### src/rtl/alarm_map.svh
`ifndef ALARM_MAP_SVH
`define ALARM_MAP_SVH

// ==========================================================
// Timing
`define CLK_PERIOD_NS       10
`define TICK_NS             1000000
`define TICK_CYCLES         (`TICK_NS / `CLK_PERIOD_NS)
`define LINK_TIMEOUT_S      5
`define LINK_TIMEOUT_TICKS  (`LINK_TIMEOUT_S * 1000)

// ==========================================================
// Ambient bands, degrees F
`define TEMP_WARN_LO_MIN    23
`define TEMP_WARN_LO_MAX    32
`define TEMP_WARN_HI_MIN    122
`define TEMP_WARN_HI_MAX    131

// ==========================================================
// Register byte offsets
`define OFS_CTRL            8'h00
`define OFS_OVERRIDE        8'h04
`define OFS_LOOP_MODE       8'h08
`define OFS_STATUS          8'h0c
`define OFS_IRQ_STATUS      8'h10
`define OFS_IRQ_CLEAR       8'h14
`define OFS_IRQ_ENABLE      8'h18
`define OFS_TEMP            8'h1c

// CTRL fields
`define CTRL_MON_EN         0
`define CTRL_ACK            1
`define CTRL_FAIL_DO_EN     2

// Alarm / status bit positions
`define AL_LINK             0
`define AL_WARN             1
`define AL_AMB_FAIL         2
`define AL_BATT             3
`define ST_LINK_UP          4

// Interrupt event bit positions
`define EV_LINK_LOST        0
`define EV_WARN             1
`define EV_AMB_FAIL         2
`define EV_BATT             3
`define EV_LINK_BACK        4

// ==========================================================
// Reset and factory values
`define CTRL_RESET          3'h1
`define OVERRIDE_DEFAULT    7'h00
`define NUM_LOOPS           8
`define RESP_OKAY           2'h0
`define RESP_SLVERR         2'h2

`endif

### src/rtl/alarm_pkg.sv
`default_nettype none
package alarm_pkg;
    typedef enum logic [1:0] {
        WD_WAIT  = 2'b00,
        WD_WATCH = 2'b01,
        WD_FAIL  = 2'b10
    } wd_state_t;

    typedef logic        [6:0] pct_t;
    typedef logic signed [9:0] temp_t;
endpackage
`default_nettype wire

### src/rtl/link_watchdog.sv
`timescale 1ns/1ps
`default_nettype none
`include "alarm_map.svh"

module link_watchdog #(
    parameter int unsigned TICK_CYCLES   = `TICK_CYCLES,
    parameter int unsigned TIMEOUT_TICKS = `LINK_TIMEOUT_TICKS
) (
    // Clock and reset
    input  wire logic sys_clk,
    input  wire logic rst,
    // Monitor
    input  wire logic enable,
    input  wire logic activity,
    output logic      link_fail,
    output logic      link_up
);
    alarm_pkg::wd_state_t state_r, state_nxt;
    logic [31:0]          div_r, div_nxt;
    logic [31:0]          age_r, age_nxt;
    logic                 tick;

    // ==========================================================
    // Slow time base and silence timer
    always_comb begin
        tick    = 1'b0;
        div_nxt = div_r + 32'h1;
        if (div_r >= TICK_CYCLES - 1) begin
            div_nxt = 32'h0;
            tick    = 1'b1;
        end
        state_nxt = state_r;
        age_nxt   = age_r;
        unique case (state_r)
            alarm_pkg::WD_WAIT: begin
                // Nothing is watched until the link has spoken once
                if (activity) begin
                    state_nxt = alarm_pkg::WD_WATCH;
                    age_nxt   = 32'h0;
                end
            end
            alarm_pkg::WD_WATCH: begin
                if (activity) begin
                    age_nxt = 32'h0;
                end else if (tick) begin
                    if (age_r >= TIMEOUT_TICKS) begin
                        state_nxt = alarm_pkg::WD_FAIL;
                    end else begin
                        age_nxt = age_r + 32'h1;
                    end
                end
            end
            alarm_pkg::WD_FAIL: begin
                if (activity) begin
                    state_nxt = alarm_pkg::WD_WATCH;
                    age_nxt   = 32'h0;
                end
            end
            default: state_nxt = alarm_pkg::WD_WAIT;
        endcase
        if (!enable) begin
            state_nxt = alarm_pkg::WD_WAIT;
        end
    end

    always_ff @(posedge sys_clk or posedge rst) begin
        if (rst) begin
            state_r   <= alarm_pkg::WD_WAIT;
            div_r     <= 32'h0;
            age_r     <= 32'h0;
            link_fail <= 1'b0;
            link_up   <= 1'b0;
        end else begin
            state_r   <= state_nxt;
            div_r     <= div_nxt;
            age_r     <= age_nxt;
            link_fail <= (state_nxt == alarm_pkg::WD_FAIL);
            link_up   <= (state_nxt == alarm_pkg::WD_WATCH);
        end
    end
endmodule
`default_nettype wire

### src/rtl/ambient_classifier.sv
`timescale 1ns/1ps
`default_nettype none
`include "alarm_map.svh"

module ambient_classifier (
    // Clock and reset
    input  wire logic             sys_clk,
    input  wire logic             rst,
    // Temperature in, degrees F
    input  wire alarm_pkg::temp_t temp,
    // Band flags
    output logic                  warn,
    output logic                  fail
);
    logic warn_nxt;
    logic fail_nxt;

    function automatic logic in_band(alarm_pkg::temp_t t, int lo, int hi);
        return (int'(t) >= lo) && (int'(t) <= hi);
    endfunction

    // ==========================================================
    // Band decode
    always_comb begin
        warn_nxt = in_band(temp, `TEMP_WARN_LO_MIN, `TEMP_WARN_LO_MAX)
                 | in_band(temp, `TEMP_WARN_HI_MIN, `TEMP_WARN_HI_MAX);
        // More than nine degrees beyond the operating band
        fail_nxt = !in_band(temp, `TEMP_WARN_LO_MIN, `TEMP_WARN_HI_MAX);
    end

    always_ff @(posedge sys_clk or posedge rst) begin
        if (rst) begin
            warn <= 1'b0;
            fail <= 1'b0;
        end else begin
            warn <= warn_nxt;
            fail <= fail_nxt;
        end
    end
endmodule
`default_nettype wire

### src/rtl/alarm_link_supervisor.sv
//Contract
//Declare link failure after over five seconds silence
//Link failure forces every loop to manual
//Link failure drives outputs to override percentage
//Link failure asserts the global alarm
//Selected digital output follows link failure
//Loops stay manual until per-loop command
//Warning flag in 23-32 or 122-131 F
//Failure alarm beyond band by over 9 F
//Ambient alarms clear when in range and acknowledged
//Weak battery raises alarm, parameters take defaults
//Alarms latch until acknowledge, then follow cause
`timescale 1ns/1ps
`default_nettype none
`include "alarm_map.svh"

module alarm_link_supervisor #(
    parameter int unsigned TICK_CYCLES   = `TICK_CYCLES,
    parameter int unsigned TIMEOUT_TICKS = `LINK_TIMEOUT_TICKS
) (
    // Clock and reset
    input  wire logic                         sys_clk,
    input  wire logic                         rst,
    // AXI4-Lite write
    input  wire logic [7:0]                   s_axi_awaddr,
    input  wire logic                         s_axi_awvalid,
    output logic                              s_axi_awready,
    input  wire logic [31:0]                  s_axi_wdata,
    input  wire logic [3:0]                   s_axi_wstrb,
    input  wire logic                         s_axi_wvalid,
    output logic                              s_axi_wready,
    output logic [1:0]                        s_axi_bresp,
    output logic                              s_axi_bvalid,
    input  wire logic                         s_axi_bready,
    // AXI4-Lite read
    input  wire logic [7:0]                   s_axi_araddr,
    input  wire logic                         s_axi_arvalid,
    output logic                              s_axi_arready,
    output logic [31:0]                       s_axi_rdata,
    output logic [1:0]                        s_axi_rresp,
    output logic                              s_axi_rvalid,
    input  wire logic                         s_axi_rready,
    // Input module link and sensors
    input  wire logic                         link_activity,
    input  wire alarm_pkg::temp_t             ambient_temp,
    input  wire logic                         battery_weak,
    // Loop control
    input  wire logic [`NUM_LOOPS*7-1:0]      pid_out_pct,
    output logic [`NUM_LOOPS-1:0]             loop_manual,
    output logic [`NUM_LOOPS*7-1:0]           ctrl_out_pct,
    // Alarms
    output logic                              global_alarm,
    output logic                              link_fail_alarm,
    output logic                              link_fail_do,
    output logic                              ambient_warning_flag,
    output logic                              ambient_fail_alarm,
    output logic                              battery_dead_alarm,
    output logic                              irq
);
    localparam int NL = `NUM_LOOPS;

    // ==========================================================
    // Declarations
    logic                awready_r, awready_nxt, wready_r, wready_nxt;
    logic                adr_have_r, adr_have_nxt, w_have_r, w_have_nxt;
    logic [7:0]          waddr_r, waddr_nxt;
    logic [31:0]         wdata_r, wdata_nxt;
    logic                wstrb0_r, wstrb0_nxt;
    logic                bvalid_r, bvalid_nxt;
    logic [1:0]          bresp_r, bresp_nxt;
    logic                arready_r, arready_nxt, rvalid_r, rvalid_nxt;
    logic [31:0]         rdata_r, rdata_nxt;
    logic [1:0]          rresp_r, rresp_nxt;
    logic                wr_en;
    logic [7:0]          wr_addr;
    logic [31:0]         wr_data;

    logic [2:0]          ctrl_r, ctrl_nxt;
    alarm_pkg::pct_t     override_r, override_nxt;
    logic [NL-1:0]       manual_r, manual_nxt;
    logic [NL*7-1:0]     out_r, out_nxt;
    logic [3:0]          alarm_r, alarm_nxt, cause;
    logic                global_r, global_nxt, fail_do_r, fail_do_nxt;
    logic [4:0]          ev_stat_r, ev_stat_nxt, ev_en_r, ev_en_nxt, events;
    logic                irq_r, irq_nxt;
    logic                batt_m_r, batt_s_r, batt_d_r, link_d_r;
    logic                ack, mode_wr;
    logic                link_fail_w, link_up_w, amb_warn_w, amb_fail_w;

    // ==========================================================
    // Submodules
    link_watchdog #(
        .TICK_CYCLES   (TICK_CYCLES),
        .TIMEOUT_TICKS (TIMEOUT_TICKS)
    ) u_watchdog (
        .sys_clk   (sys_clk),
        .rst       (rst),
        .enable    (ctrl_r[`CTRL_MON_EN]),
        .activity  (link_activity),
        .link_fail (link_fail_w),
        .link_up   (link_up_w)
    );

    ambient_classifier u_ambient (
        .sys_clk (sys_clk),
        .rst     (rst),
        .temp    (ambient_temp),
        .warn    (amb_warn_w),
        .fail    (amb_fail_w)
    );

    // ==========================================================
    // AXI4-Lite slave
    // Address and data may come in either order; one response each.
    always_comb begin
        adr_have_nxt = adr_have_r | (s_axi_awvalid & awready_r);
        w_have_nxt  = w_have_r | (s_axi_wvalid & wready_r);
        waddr_nxt   = (s_axi_awvalid & awready_r) ? s_axi_awaddr : waddr_r;
        wdata_nxt   = (s_axi_wvalid & wready_r) ? s_axi_wdata : wdata_r;
        wstrb0_nxt  = (s_axi_wvalid & wready_r) ? s_axi_wstrb[0] : wstrb0_r;
        bvalid_nxt  = bvalid_r & ~s_axi_bready;
        bresp_nxt   = bresp_r;
        wr_en       = 1'b0;
        wr_addr     = waddr_nxt;
        wr_data     = wdata_nxt;
        if (adr_have_nxt && w_have_nxt && !bvalid_r) begin
            adr_have_nxt = 1'b0;
            w_have_nxt  = 1'b0;
            bvalid_nxt  = 1'b1;
            wr_en       = wstrb0_nxt;
            unique case (waddr_nxt)
                `OFS_CTRL, `OFS_OVERRIDE, `OFS_LOOP_MODE,
                `OFS_IRQ_CLEAR, `OFS_IRQ_ENABLE: bresp_nxt = `RESP_OKAY;
                default: begin
                    bresp_nxt = `RESP_SLVERR;
                    wr_en     = 1'b0;
                end
            endcase
        end
        awready_nxt = ~adr_have_nxt & ~bvalid_nxt;
        wready_nxt  = ~w_have_nxt & ~bvalid_nxt;

        rvalid_nxt = rvalid_r & ~s_axi_rready;
        rdata_nxt  = rdata_r;
        rresp_nxt  = rresp_r;
        if (s_axi_arvalid && arready_r) begin
            rvalid_nxt = 1'b1;
            rresp_nxt  = `RESP_OKAY;
            unique case (s_axi_araddr)
                `OFS_CTRL:       rdata_nxt = {29'h0, ctrl_r};
                `OFS_OVERRIDE:   rdata_nxt = {25'h0, override_r};
                `OFS_LOOP_MODE:  rdata_nxt = {{(32-NL){1'b0}}, manual_r};
                `OFS_STATUS:     rdata_nxt = {27'h0, link_up_w, alarm_r};
                `OFS_IRQ_STATUS: rdata_nxt = {27'h0, ev_stat_r};
                `OFS_IRQ_ENABLE: rdata_nxt = {27'h0, ev_en_r};
                `OFS_TEMP:       rdata_nxt = {{22{ambient_temp[9]}}, ambient_temp};
                default: begin
                    rdata_nxt = 32'h0;
                    rresp_nxt = `RESP_SLVERR;
                end
            endcase
        end
        arready_nxt = ~rvalid_nxt;
    end

    always_ff @(posedge sys_clk or posedge rst) begin
        if (rst) begin
            awready_r <= 1'b0;
            wready_r  <= 1'b0;
            adr_have_r <= 1'b0;
            w_have_r  <= 1'b0;
            waddr_r   <= 8'h0;
            wdata_r   <= 32'h0;
            wstrb0_r  <= 1'b0;
            bvalid_r  <= 1'b0;
            bresp_r   <= `RESP_OKAY;
            arready_r <= 1'b0;
            rvalid_r  <= 1'b0;
            rdata_r   <= 32'h0;
            rresp_r   <= `RESP_OKAY;
        end else begin
            awready_r <= awready_nxt;
            wready_r  <= wready_nxt;
            adr_have_r <= adr_have_nxt;
            w_have_r  <= w_have_nxt;
            waddr_r   <= waddr_nxt;
            wdata_r   <= wdata_nxt;
            wstrb0_r  <= wstrb0_nxt;
            bvalid_r  <= bvalid_nxt;
            bresp_r   <= bresp_nxt;
            arready_r <= arready_nxt;
            rvalid_r  <= rvalid_nxt;
            rdata_r   <= rdata_nxt;
            rresp_r   <= rresp_nxt;
        end
    end

    // ==========================================================
    // Battery pin synchroniser and link failure delay
    always_ff @(posedge sys_clk or posedge rst) begin
        if (rst) begin
            batt_m_r <= 1'b0;
            batt_s_r <= 1'b0;
            batt_d_r <= 1'b0;
            link_d_r <= 1'b0;
        end else begin
            batt_m_r <= battery_weak;
            batt_s_r <= batt_m_r;
            batt_d_r <= batt_s_r;
            link_d_r <= link_fail_w;
        end
    end

    // ==========================================================
    // Supervisory state
    always_comb begin
        ack     = wr_en && wr_addr == `OFS_CTRL && wr_data[`CTRL_ACK];
        mode_wr = wr_en && wr_addr == `OFS_LOOP_MODE;

        ctrl_nxt     = ctrl_r;
        override_nxt = override_r;
        if (wr_en && wr_addr == `OFS_CTRL) begin
            ctrl_nxt = wr_data[2:0] & 3'h5;
        end
        if (wr_en && wr_addr == `OFS_OVERRIDE) begin
            override_nxt = wr_data[6:0];
        end
        // Settings are lost with the battery, so fall back to factory values
        if (batt_s_r && !batt_d_r) begin
            ctrl_nxt     = `CTRL_RESET;
            override_nxt = `OVERRIDE_DEFAULT;
        end

        // Only an explicit mode write brings a loop back to automatic
        manual_nxt = mode_wr ? wr_data[NL-1:0] : manual_r;
        if (link_fail_w) begin
            manual_nxt = '1;
        end

        // Manual loops hold their last output instead of tracking the PID
        for (int i = 0; i < NL; i++) begin
            if (link_fail_w) begin
                out_nxt[i*7 +: 7] = override_r;
            end else if (manual_r[i]) begin
                out_nxt[i*7 +: 7] = out_r[i*7 +: 7];
            end else begin
                out_nxt[i*7 +: 7] = pid_out_pct[i*7 +: 7];
            end
        end

        cause[`AL_LINK]     = link_fail_w;
        cause[`AL_WARN]     = amb_warn_w;
        cause[`AL_AMB_FAIL] = amb_fail_w;
        cause[`AL_BATT]     = batt_s_r;
        // A present cause always wins over the acknowledge
        alarm_nxt  = cause | (alarm_r & ~{4{ack}});
        global_nxt = |alarm_nxt;
        fail_do_nxt = ctrl_r[`CTRL_FAIL_DO_EN] & link_fail_w;

        events[`EV_LINK_LOST] = link_fail_w & ~link_d_r;
        events[`EV_WARN]      = amb_warn_w & ~alarm_r[`AL_WARN];
        events[`EV_AMB_FAIL]  = amb_fail_w & ~alarm_r[`AL_AMB_FAIL];
        events[`EV_BATT]      = batt_s_r & ~batt_d_r;
        events[`EV_LINK_BACK] = ~link_fail_w & link_d_r;
        ev_en_nxt   = (wr_en && wr_addr == `OFS_IRQ_ENABLE) ? wr_data[4:0] : ev_en_r;
        ev_stat_nxt = ev_stat_r;
        if (wr_en && wr_addr == `OFS_IRQ_CLEAR) begin
            ev_stat_nxt = ev_stat_r & ~wr_data[4:0];
        end
        ev_stat_nxt = ev_stat_nxt | events;
        irq_nxt     = |(ev_stat_nxt & ev_en_nxt);
    end

    always_ff @(posedge sys_clk or posedge rst) begin
        if (rst) begin
            ctrl_r     <= `CTRL_RESET;
            override_r <= `OVERRIDE_DEFAULT;
            manual_r   <= '0;
            out_r      <= '0;
            alarm_r    <= 4'h0;
            global_r   <= 1'b0;
            fail_do_r  <= 1'b0;
            ev_stat_r  <= 5'h0;
            ev_en_r    <= 5'h0;
            irq_r      <= 1'b0;
        end else begin
            ctrl_r     <= ctrl_nxt;
            override_r <= override_nxt;
            manual_r   <= manual_nxt;
            out_r      <= out_nxt;
            alarm_r    <= alarm_nxt;
            global_r   <= global_nxt;
            fail_do_r  <= fail_do_nxt;
            ev_stat_r  <= ev_stat_nxt;
            ev_en_r    <= ev_en_nxt;
            irq_r      <= irq_nxt;
        end
    end

    // ==========================================================
    // Outputs
    assign s_axi_awready        = awready_r;
    assign s_axi_wready         = wready_r;
    assign s_axi_bvalid         = bvalid_r;
    assign s_axi_bresp          = bresp_r;
    assign s_axi_arready        = arready_r;
    assign s_axi_rvalid         = rvalid_r;
    assign s_axi_rdata          = rdata_r;
    assign s_axi_rresp          = rresp_r;
    assign loop_manual          = manual_r;
    assign ctrl_out_pct         = out_r;
    assign global_alarm         = global_r;
    assign link_fail_alarm      = alarm_r[`AL_LINK];
    assign link_fail_do         = fail_do_r;
    assign ambient_warning_flag = alarm_r[`AL_WARN];
    assign ambient_fail_alarm   = alarm_r[`AL_AMB_FAIL];
    assign battery_dead_alarm   = alarm_r[`AL_BATT];
    assign irq                  = irq_r;
endmodule
`default_nettype wire

### config.mk
export PLATFORM = sky130hd
export DESIGN_NAME = alarm_link_supervisor
export DESIGN_NICKNAME = d
export VERILOG_FILES = /design/src/rtl/alarm_pkg.sv /design/src/rtl/link_watchdog.sv /design/src/rtl/ambient_classifier.sv /design/src/rtl/alarm_link_supervisor.sv
export VERILOG_INCLUDE_DIRS = /design/src /design/src/rtl
export SDC_FILE = /design/constraint.sdc
export NUM_CORES = 1
export LEC_CHECK = 0
export ABC_AREA = 1
export BUFFER_PORTS_ARGS = -buffer_cell sky130_fd_sc_hd__buf_2
export CAP_MARGIN = 20
export CORE_MARGIN = 2
export CORE_UTILIZATION = 50
export CTS_BUF_LIST = sky130_fd_sc_hd__clkbuf_2
export DETAILED_ROUTE_END_ITERATION = 12
export GPL_TIMING_DRIVEN = 1
export PLACE_DENSITY = 0.79
export SYNTH_ARGS = -nofsm -noshare
export SYNTH_HDL_FRONTEND = slang
export SYNTH_HIERARCHICAL = 1
export SYNTH_SLANG_ARGS = --single-unit
### constraint.sdc
create_clock -name sys_clk -period 4.2 [get_ports sys_clk]
set_clock_uncertainty 0.15 [all_clocks]
set_input_delay 0.63 -clock sys_clk [delete_from_list [all_inputs] [get_ports sys_clk]]
set_output_delay 0.63 -clock sys_clk [all_outputs]
set_load 0.02 [all_outputs]
======== Word level (Yosys, flattened, before mapping) ========
Cells that the tools add are included.
storage, ports and cells
  logic and storage cells ................. 185
  register bits ........................... 225
  bits of input ports ..................... 127
  output and inout port bits .............. 112
operators by class
  equal/unequal tests ..................... 25
  reductions and logical operators ........ 29
  bitwise operators ....................... 33
  magnitude comparators ................... 6
  add/subtract/negate cells ............... 2
  multiplexer cells ....................... 49
operators by type and width
  operator                                                                                number
  32-bit one-hot mux with 7 select lines                                                  1
  32-bit 2-to-1 mux                                                                       5
  7-bit 2-to-1 mux                                                                        18
  32-bit by 1-bit adder with 32-bit output (second input constant)                        2
  32-bit one-hot mux with 2 select lines                                                  1
  8-bit by 5-bit == test with 1-bit output (second input constant)                        5
  32-bit by 13-bit greater-or-equal comparator with 1-bit output (second input constant)  1
  32-bit by 17-bit greater-or-equal comparator with 1-bit output (second input constant)  1
  8-bit 2-to-1 mux                                                                        4
  8-bit by 4-bit == test with 1-bit output (second input constant)                        3
  2-bit by 1-bit != test with 1-bit output (second input constant)                        9
  8-bit by 3-bit == test with 1-bit output (second input constant)                        2
  8-bit zero test                                                                         2
  2-bit 2-to-1 mux                                                                        7
  1-bit logical AND                                                                       13
  1-bit bitwise AND                                                                       12
  1-bit inverter                                                                          11
  5-bit bitwise AND                                                                       2
  10-bit by 6-bit greater-or-equal comparator with 1-bit output (second input constant)   1
  10-bit by 8-bit greater-or-equal comparator with 1-bit output (second input constant)   1
  10-bit by 7-bit <= comparator with 1-bit output (second input constant)                 1
  10-bit by 9-bit <= comparator with 1-bit output (second input constant)                 1
  5-bit 2-to-1 mux                                                                        2
  5-bit OR reduction                                                                      2
  other kinds (20)                                                                        37

======== Depth between registers and ports, before layout ========
Gate-level depths: netlist (run 1).
  word-level depth ........................ 12
  depth in mapped cells ................... 15
  mapped depth without buffers ............ 14

======== Hierarchy ========
Netlist (run 1), hierarchy kept.
modules (own cells, without submodules)
  module                 seq. area each (µm²)  area an instance (µm²)  cells an instance  instances
  alarm_link_supervisor  3254.4                5943.2                  691                1
  link_watchdog          1701.6                3169.3                  383                1
  ambient_classifier     50.0                  250.2                   45                 1

======== Least setup slack after synthesis (run 1) ========
No wires, ideal clock.
  path kind ............................... input port to flip-flop
  from .................................... in s_axi_wvalid
  to ...................................... reg manual_r[2], in the netlist loop_manual[2]
  data required time ...................... 3.912 ns
  slack ................................... 2.130 ns
  path buffers ............................ 1
  arrival time ............................ 1.782 ns
  library setup time ...................... 0.138 ns
  cell stages on the path ................. 11
  path through ............................ nand2_4 inv_4 or2_0 o21ai_2 nor2_8 inv_2 nor2_4 inv_2 buf_2 a21oi_1 o21ai_1
between the ends
  cells in the longest elaborated chain, start to end .. 7
  elaborated cells between the ends (all ways) .. 12
  classes of those cells .................. mux: 6; bitwise: 2; reduce/logical: 4
ends and longest elaborated chain
  element                              line                                                                                      source
  start: declaration                   alarm_link_supervisor.sv:30                                                               input wire logic s_axi_wvalid,
  1-bit bitwise AND (*)                alarm_link_supervisor.sv:117, alarm_link_supervisor.sv:119, alarm_link_supervisor.sv:120
  1-bit bitwise OR                     alarm_link_supervisor.sv:117                                                              w_have_nxt = w_have_r | (s_axi_wvalid & wready_r);
  1-bit logical AND (2 in series)      alarm_link_supervisor.sv:126                                                              if (adr_have_nxt && w_have_nxt && !bvalid_r) begin
  1-bit 2-to-1 mux                     alarm_link_supervisor.sv:126
  1-bit logical AND (no source line)   -
  2-bit nonzero test (no source line)  -
  end signal: assignment               alarm_link_supervisor.sv:289                                                              manual_r <= manual_nxt;
  end: declaration                     alarm_link_supervisor.sv:80                                                               logic [NL-1:0] manual_r, manual_nxt;
Every way passes the cells marked *; elsewhere a longest branch is shown, timed or not. The select of a mux whose other input is x is not followed.
A chain may end at the register's enable or synchronous reset.

==> results.txt, run 1 <==
Clk slew on worst S/H paths: 280 ps
Min-delay src: s_axi_wdata[5]
DIE AREA: 19800 sq um
CTS root buf: clkbuf_2
Die boundary width: 141 microns
GR met1 Demand/Resource: 32.8%
Final #Nets: 1531
Max cap viols: 0
Die Height: 141 microns
Post-synth top area cell: dfrtp_1
Clk Latency, worst-skew pair: 790 ps
Crit path max-delay cell type: dfrtp_1
DRC errors left: 0
First-pass GRT wire length: 41300 microns
Final period utilization: 65.6%
Most used DFF post-synth: dfrtp_1
Adder-cell share of the synthesized area: 0.401%
Clk buf depth: 2
Synth Register Bits: 200
Ranking of synthesized cells by area: dfrtp_1 (53%), nand2_1 (13%), nand3_1 (5.8%)
Antenna Nets Post-Route: 0
Gr usage total: 26.6%
Cells after Synth: 1119
Mean post-synth cell area: 8.37 sq um
EDFF count, synth: 0
RD Place Congestion: 0.950
Sequential fraction of the synthesis area: 53.5%
Worst Path Max Fanout: 24
Slowest stage delay, CP: 890 ps
CTS Sinks: 200
Fin. Hold Viols: 0
Port Buffers: 209
Area growth syn-to-layout: 23.0%
Iter 0 DRT Violations: 615
Flop-to-flop setup slack: 1500 ps
Critical Path AT: 1970 ps
CP bufs+invs: 1
Multiplexer area fraction after synthesis: 0%
Largest family of logic cells by synthesized area: simple AND/OR/NAND/NOR gates
Largest delay share family, worst path: flip-flops
Yosys warns: 6
Reg-to-reg startpoint: s_axi_awready$_DFF_PP0_
Fin crit period: 2750 ps
Worst setup path startpoint: s_axi_rdata[30]$_DFFE_PP0P_
Fill cells: 1538
CP Capture Type: output port
Hold slack: 66.9 ps
Final setup viols: 0
Mapped Area: 9360 sq um
# IOs: 239
Cell variety after synth: 55
CTS tree: built
Initial Util: 50.6%
Met3 Track Usage GR: 5.88%
Post-Synth XOR/XNOR Area: 0.281%
Site row count: 50
Synth top area share: 53.2%
Async SR Flop Fraction: 100%
Via count of the first global-routing pass: 8145
Setup TNS Final: 0 ps
CP Class: reg -> out
Top cells by count, synth: nand2_1 (331), dfrtp_1 (199), inv_1 (129)
Worst Tran Pin Value: 1030 ps
DR pass1 iterations: 5
Max Clk Rate: 0.363 GHz
Slew headroom: 30.7%
DP HPWL: 17900 microns
Worst r2r dst: ctrl_r[0]$_DFFE_PP1P_
Total global routing overflow: 0
Multi-input logic area: 3600 sq um
Compound-cell area share of the yosys netlist: 6.21%
Slew Viols, Final: 0
Type of origin of the critical path: flop
Initial antenna violation count: 2
TritonCTS Buffers: 17
Core Area: 18500 sq um
FF-to-FF path depth: 11
Unrepaired setup endpoints after global routing: false
Largest net degree at the start of global routing: 122
WP depth: 1
Status: complete, no violations
GR peak layer: met2
GR Util met2: 45.4%
Simple-Gate Fraction of Synth Area: 30.8%
Vias per cell: 5.18
WL final: 26000 microns
Peak supply drop: 169 uV
End point of the critical path: s_axi_rdata[27]
CTS H-tree depth: 4
Worst-path cell chain: buf_2
Layout cells sized above 1: 22.1%
Top-count cell post-synth: nand2_1
CP required: 3420 ps
Postcts setup bufs: 0
Routed WL per cell: 15.8 microns
Register area: 5010 sq um
DR vias: 8545
Static Leak: 6.06 nW
Min-Delay Path Class: in -> reg
P per Cell Area: 363 nW/um^2
## worst min-delay path: stages
cell and delay, ps:
buf_2 100, nand2_1 50, and2_1 170, inv_1 60
## stage by stage
stage | total power [mW] | cell area [sq um] | setup WS, ps | utilization [%] | instances
floorplan | 2.87 | 9420 | 1710 | - | 1134
global placement | 3.11 | 10500 | 1700 | 56.7 | 1540
detailed placement | 3.14 | 10500 | 1640 | 56.7 | 1540
CTS | 4.18 | 11500 | 1460 | 62.1 | 1646
global route | 4.39 | 11500 | 1280 | 62.2 | 1648
finish | 4.18 | 11500 | 1450 | 62.2 | 1649
## area by class of cell
cell class	instances	area share, %
inverters	139	4.58
diodes	2	0.0435
clock inverters	10	1.25
clock buffers	21	0.912
repair buffers	288	16.0
well taps	234	2.54
multi-input cells	755	31.2
flip-flops and latches	200	43.5
## layout by cell type, fill, tap and decap left out, types with 3 or more instances in the layout
master and count:
nand2_1 331, buf_2 209, dfrtp_1 199, inv_1 127, nand3_1 108, nor2_1 101, dlygate4sd3_1 76, o21ai_0 29
a21oi_1 23, clkbuf_2 21, nand2_2 20, o21ai_1 18, conb_1 17, nand4_1 14, nor3_1 11, inv_2 9
nor2_2 6, and2_1 6, or2_2 6, nor2_4 5, o21ai_2 4, o22ai_1 4, o21bai_1 4, nand3_2 3
nand2_4 3, nand3_4 3, o2111ai_1 3, clkinvlp_4 3, bufinv_16 3, nor3b_1 3, nor4_1 3, ha_1 3
## routing by layer
layer  share of wire (%)  vias to the layer above  routed length, microns
li1                    -                     4075                       -
met1                  40                     3981                   10300
met2                  48                      410                   12600
met3                 8.3                       77                    2170
met4                 3.6                        2                     948
met5               0.050                        -                      13
## report_power, final
part,leakage [nW],internal (mW),total [mW],switching (mW)
clock,0.153,0.344,0.988,0.644
sequential,2.44,2.11,2.21,0.104
combinational,3.46,0.326,0.974,0.649
total,6.06,2.78,4.18,1.40
## flip-flops by register name (all words and copies together), names as in the netlist, 2 cells and up
register / count
override_r: 7
wdata_r: 8
alarm_r: 4
s_axi_rdata: 10
ctrl_out_pct: 56
u_watchdog/age_r: 32
waddr_r: 8
ctrl_r: 2
loop_manual: 8
u_watchdog/div_r: 32
u_watchdog/state_r: 2
ev_en_r: 5
ev_stat_r: 5
## logic make-up (layout without fill, tap and decap cells)
kind of cell / Yosys count / count (layout)
XOR/XNOR: 3 / 3
AO/OA/AOI/OAI: 99 / 99
AND/OR/NAND/NOR: 633 / 633
adder cells (fa/ha/maj): 3 / 3
other: 2 / 19
buffers and inverters: 179 / 458
flip-flops: 200 / 200
## worst min path at each step
stage,slack [ps],cells past startpoint,end
2_1_floorplan,180,0,batt_s_r$_DFF_PP0_
3_3_place_gp,180,0,batt_s_r$_DFF_PP0_
3_5_place_dp,180,0,batt_s_r$_DFF_PP0_
4_1_cts,10,3,waddr_r[4]$_DFF_PP0_
5_1_grt,1,4,wdata_r[5]$_DFF_PP0_
6_report,70,4,wdata_r[5]$_DFF_PP0_
## what timing repair did
item | CTS | global route
endpoints found under the hold margin | 120 | 2
hold buffers | 75 | 1
resized for setup | 0 | 0
(Power assumes the default switching activity.)
==> run 2, diff against run 1 <==
- clock period: 4.2 -> 2.3 ns (I/O delays scaled with it)
==> results.txt, run 2 (same netlist as run 1, synthesis figures left out) <==
Status: complete, no violations (unchanged)
Antenna diodes: 0 (was 2)
Die Height: 141 microns (unchanged)
Reg-to-reg startpoint: alarm_r[0]$_DFF_PP0_ (was s_axi_awready$_DFF_PP0_)
Static Leak: 6.29 nW (was 6.06 nW)
Crit path max-delay cell type: dlygate4sd3_1 (was dfrtp_1)
Antenna Nets Post-Route: 0 (unchanged)
Die boundary width: 141 microns (unchanged)
Worst r2r dst: s_axi_rdata[0]$_DFFE_PP0P_ (was ctrl_r[0]$_DFFE_PP1P_)
RD Place Congestion: 0.906 (was 0.950)
Fin crit period: 2160 ps
Setup TNS Final: 0 ps (unchanged)
Endpoint, Worst Hold: s_axi_rdata[6]$_DFFE_PP0P_ (was wdata_r[5]$_DFF_PP0_)
Peak supply drop: 366 uV (was 169 uV)
Iter 0 DRT Violations: 640 (was 615)
DIE AREA: 19800 sq um (unchanged)
Top routing layer used: met5 (unchanged)
Vias per cell: 5.22 (was 5.18)
DRC errors left: 0 (unchanged)
Min-delay src: s_axi_araddr[2] (was s_axi_wdata[5])
Worst Path Max Fanout: 3 (was 24)
Fill cells: 1483 (was 1538)
Worst Tran Pin Value: 718 ps (was 1030 ps)
Slew headroom: 51.7% (was 30.7%)
Wire length on met3: 2020 microns (was 2170 microns)
Final #Nets: 1582 (was 1531)
Via count of the first global-routing pass: 8520 (was 8145)
Initial Util: 50.6% (unchanged)
Max FFs per register: 56 (unchanged)
Gr usage total: 27.3% (was 26.6%)
Worst setup path startpoint: alarm_r[0]$_DFF_PP0_ (was s_axi_rdata[30]$_DFFE_PP0P_)
Site row count: 50 (unchanged)
Largest net degree at the start of global routing: 69 (was 122)
Fin. Hold Viols: 0 (unchanged)
Core Area: 18500 sq um (unchanged)
First-pass GRT wire length: 42700 microns (was 41300 microns)
Slew Viols, Final: 0 (unchanged)
Port Buffers: 209 (unchanged)
Final period utilization: 93.7%
Layout cells sized above 1: 22.8% (was 22.1%)
Clk slew on worst S/H paths: 280 ps (about the same)
Max Clk Rate: 0.464 GHz
Critical Path AT: 2730 ps (was 1970 ps)
Metal-1 WL: 10800 microns (was 10300 microns)
Area growth syn-to-layout: 28.3% (was 23.0%)
Unrepaired setup endpoints after global routing: false (unchanged)
DR vias: 8863 (was 8545)
Final Cell Area: 12000 sq um (was 11500 sq um)
CP required: 2870 ps (was 3420 ps)
CTS Sinks: 200 (unchanged)
WHS Path Cells: 5 (was 4)
Worst-path cell chain: nand2_1 -> o2111ai_1 -> dlygate4sd3_1 -> o21ai_0 -> dlygate4sd3_1 -> nand2_1 (was buf_2)
WL final: 26800 microns (was 26000 microns)
# IOs: 239 (unchanged)
DP Area: 10700 sq um (was 10500 sq um)
Clk buf depth: 2 (unchanged)
Commonest non-fill, non-tap cell in the layout: nand2_1 (unchanged)
Clk Latency, worst-skew pair: 820 ps (was 790 ps)
P per Cell Area: 642 nW/um^2 (was 363 nW/um^2)
Type of origin of the critical path: flop (unchanged)
TritonCTS Buffers: 17 (unchanged)
DP HPWL: 18200 microns (was 17900 microns)
Total global routing overflow: 0 (unchanged)
CTS root buf: clkbuf_2 (unchanged)
Final setup viols: 0 (unchanged)
CP Capture Type: flop (was output port)
Flop-to-flop setup slack: 140 ps (was 1500 ps)
Max cap viols: 0 (unchanged)
FF-to-FF path depth: 6 (was 11)
Slowest stage delay, CP: 570 ps (was 890 ps)
Met2 Wirelength: 12800 microns (was 12600 microns)
CP Class: reg -> reg (was reg -> out)
DR pass1 iterations: 6 (was 5)
Initial antenna violation count: 1 (was 2)
CTS tree: built (unchanged)
CTS H-tree depth: 4 (unchanged)
Min-Delay Path Class: in -> reg (unchanged)
Most frequent cells in the layout: nand2_1 (331), buf_2 (209), dfrtp_1 (197) (was nand2_1 (331), buf_2 (209), dfrtp_1 (199))
Routed WL per cell: 15.7 microns (was 15.8 microns)
run 2: cell count changes in the layout (fill, tap and decap cells not counted), sizes merged:
cell,previous run,this run
diode,2,0
buf,212,233
inv,140,143
clkbuf,21,17
dlygate4sd3,76,106
bufinv,3,1
clkinvlp,3,2
clkinv,3,8
run 2: power by group:
part / total (mW) / switching [mW] / internal [mW]
registers: 4.03 / 0.172 / 3.86
logic: 2.00 / 1.26 / 0.743
clock network: 1.68 / 1.26 / 0.421
run 2: how the worst max path moves through the flow:
| stage | end | slack [ps] | depth (start not counted) |
|---|---|---|---|
| final | s_axi_rdata[0]$_DFFE_PP0P_ | 140 | 6 |
| after floorplan | u_watchdog/age_r[0]$_DFFE_PP0P_ | 90 | 1 |
| after detailed placement | global_alarm$_DFF_PP0_ | 110 | 12 |
| after global routing | s_axi_rdata[20] | 20 | 1 |
| after global placement | global_alarm$_DFF_PP0_ | 190 | 12 |
| after CTS | loop_manual[7]$_DFFE_PP0P_ | 20 | 8 |
run 2: what timing repair did:
| action | CTS | global route |
|---|---|---|
| resized for setup | 1 | 3 |
| hold buffers | 107 | 0 |
| endpoints found under the hold margin | 322 | 0 |
| endpoints found under the setup margin | 23 | 35 |
| setup buffers | 0 | 4 |
| pin swaps | 0 | 1 |
run 2: metal layers:
metal  vias up  global-route usage, %
met1      4174                   34.2
met4         2                   13.2
met5         -                      0
met2       427                   45.6
met3        82                   5.74
li1       4178                      -
run 2: stage by stage:
step	cells	setup WS (ps)	hold slack, ps	util [%]	power, mW
after floorplan	1134	93.5	-63.8	-	5.24
after global placement	1557	188	96.4	57.7	5.79
after detailed placement	1557	114	98.8	57.7	5.84
after CTS	1696	18.7	3.11	64.7	7.68
after global routing	1699	20.8	34.3	64.9	8.13
final	1699	144	42.3	64.9	7.71
run 2: critical path: cells and delay by family (launching register included):
| kind | cells | cell delay (ps) |
|---|---|---|
| compound gates | 2 | 230 |
| buf+inv | 2 | 1130 |
| flops | 1 | 470 |
| simple gates | 2 | 130 |
run 2: area by class of cell:
class,instances,area [sq um],area share (%)
inverter,139,528,4.40
clock inverter,15,141,1.18
timing repair buffer,339,2350,19.6
sequential,200,5010,41.7
tap,234,293,2.44
clock buffer,17,85.1,0.708
multi-input combinational,755,3600,30.0
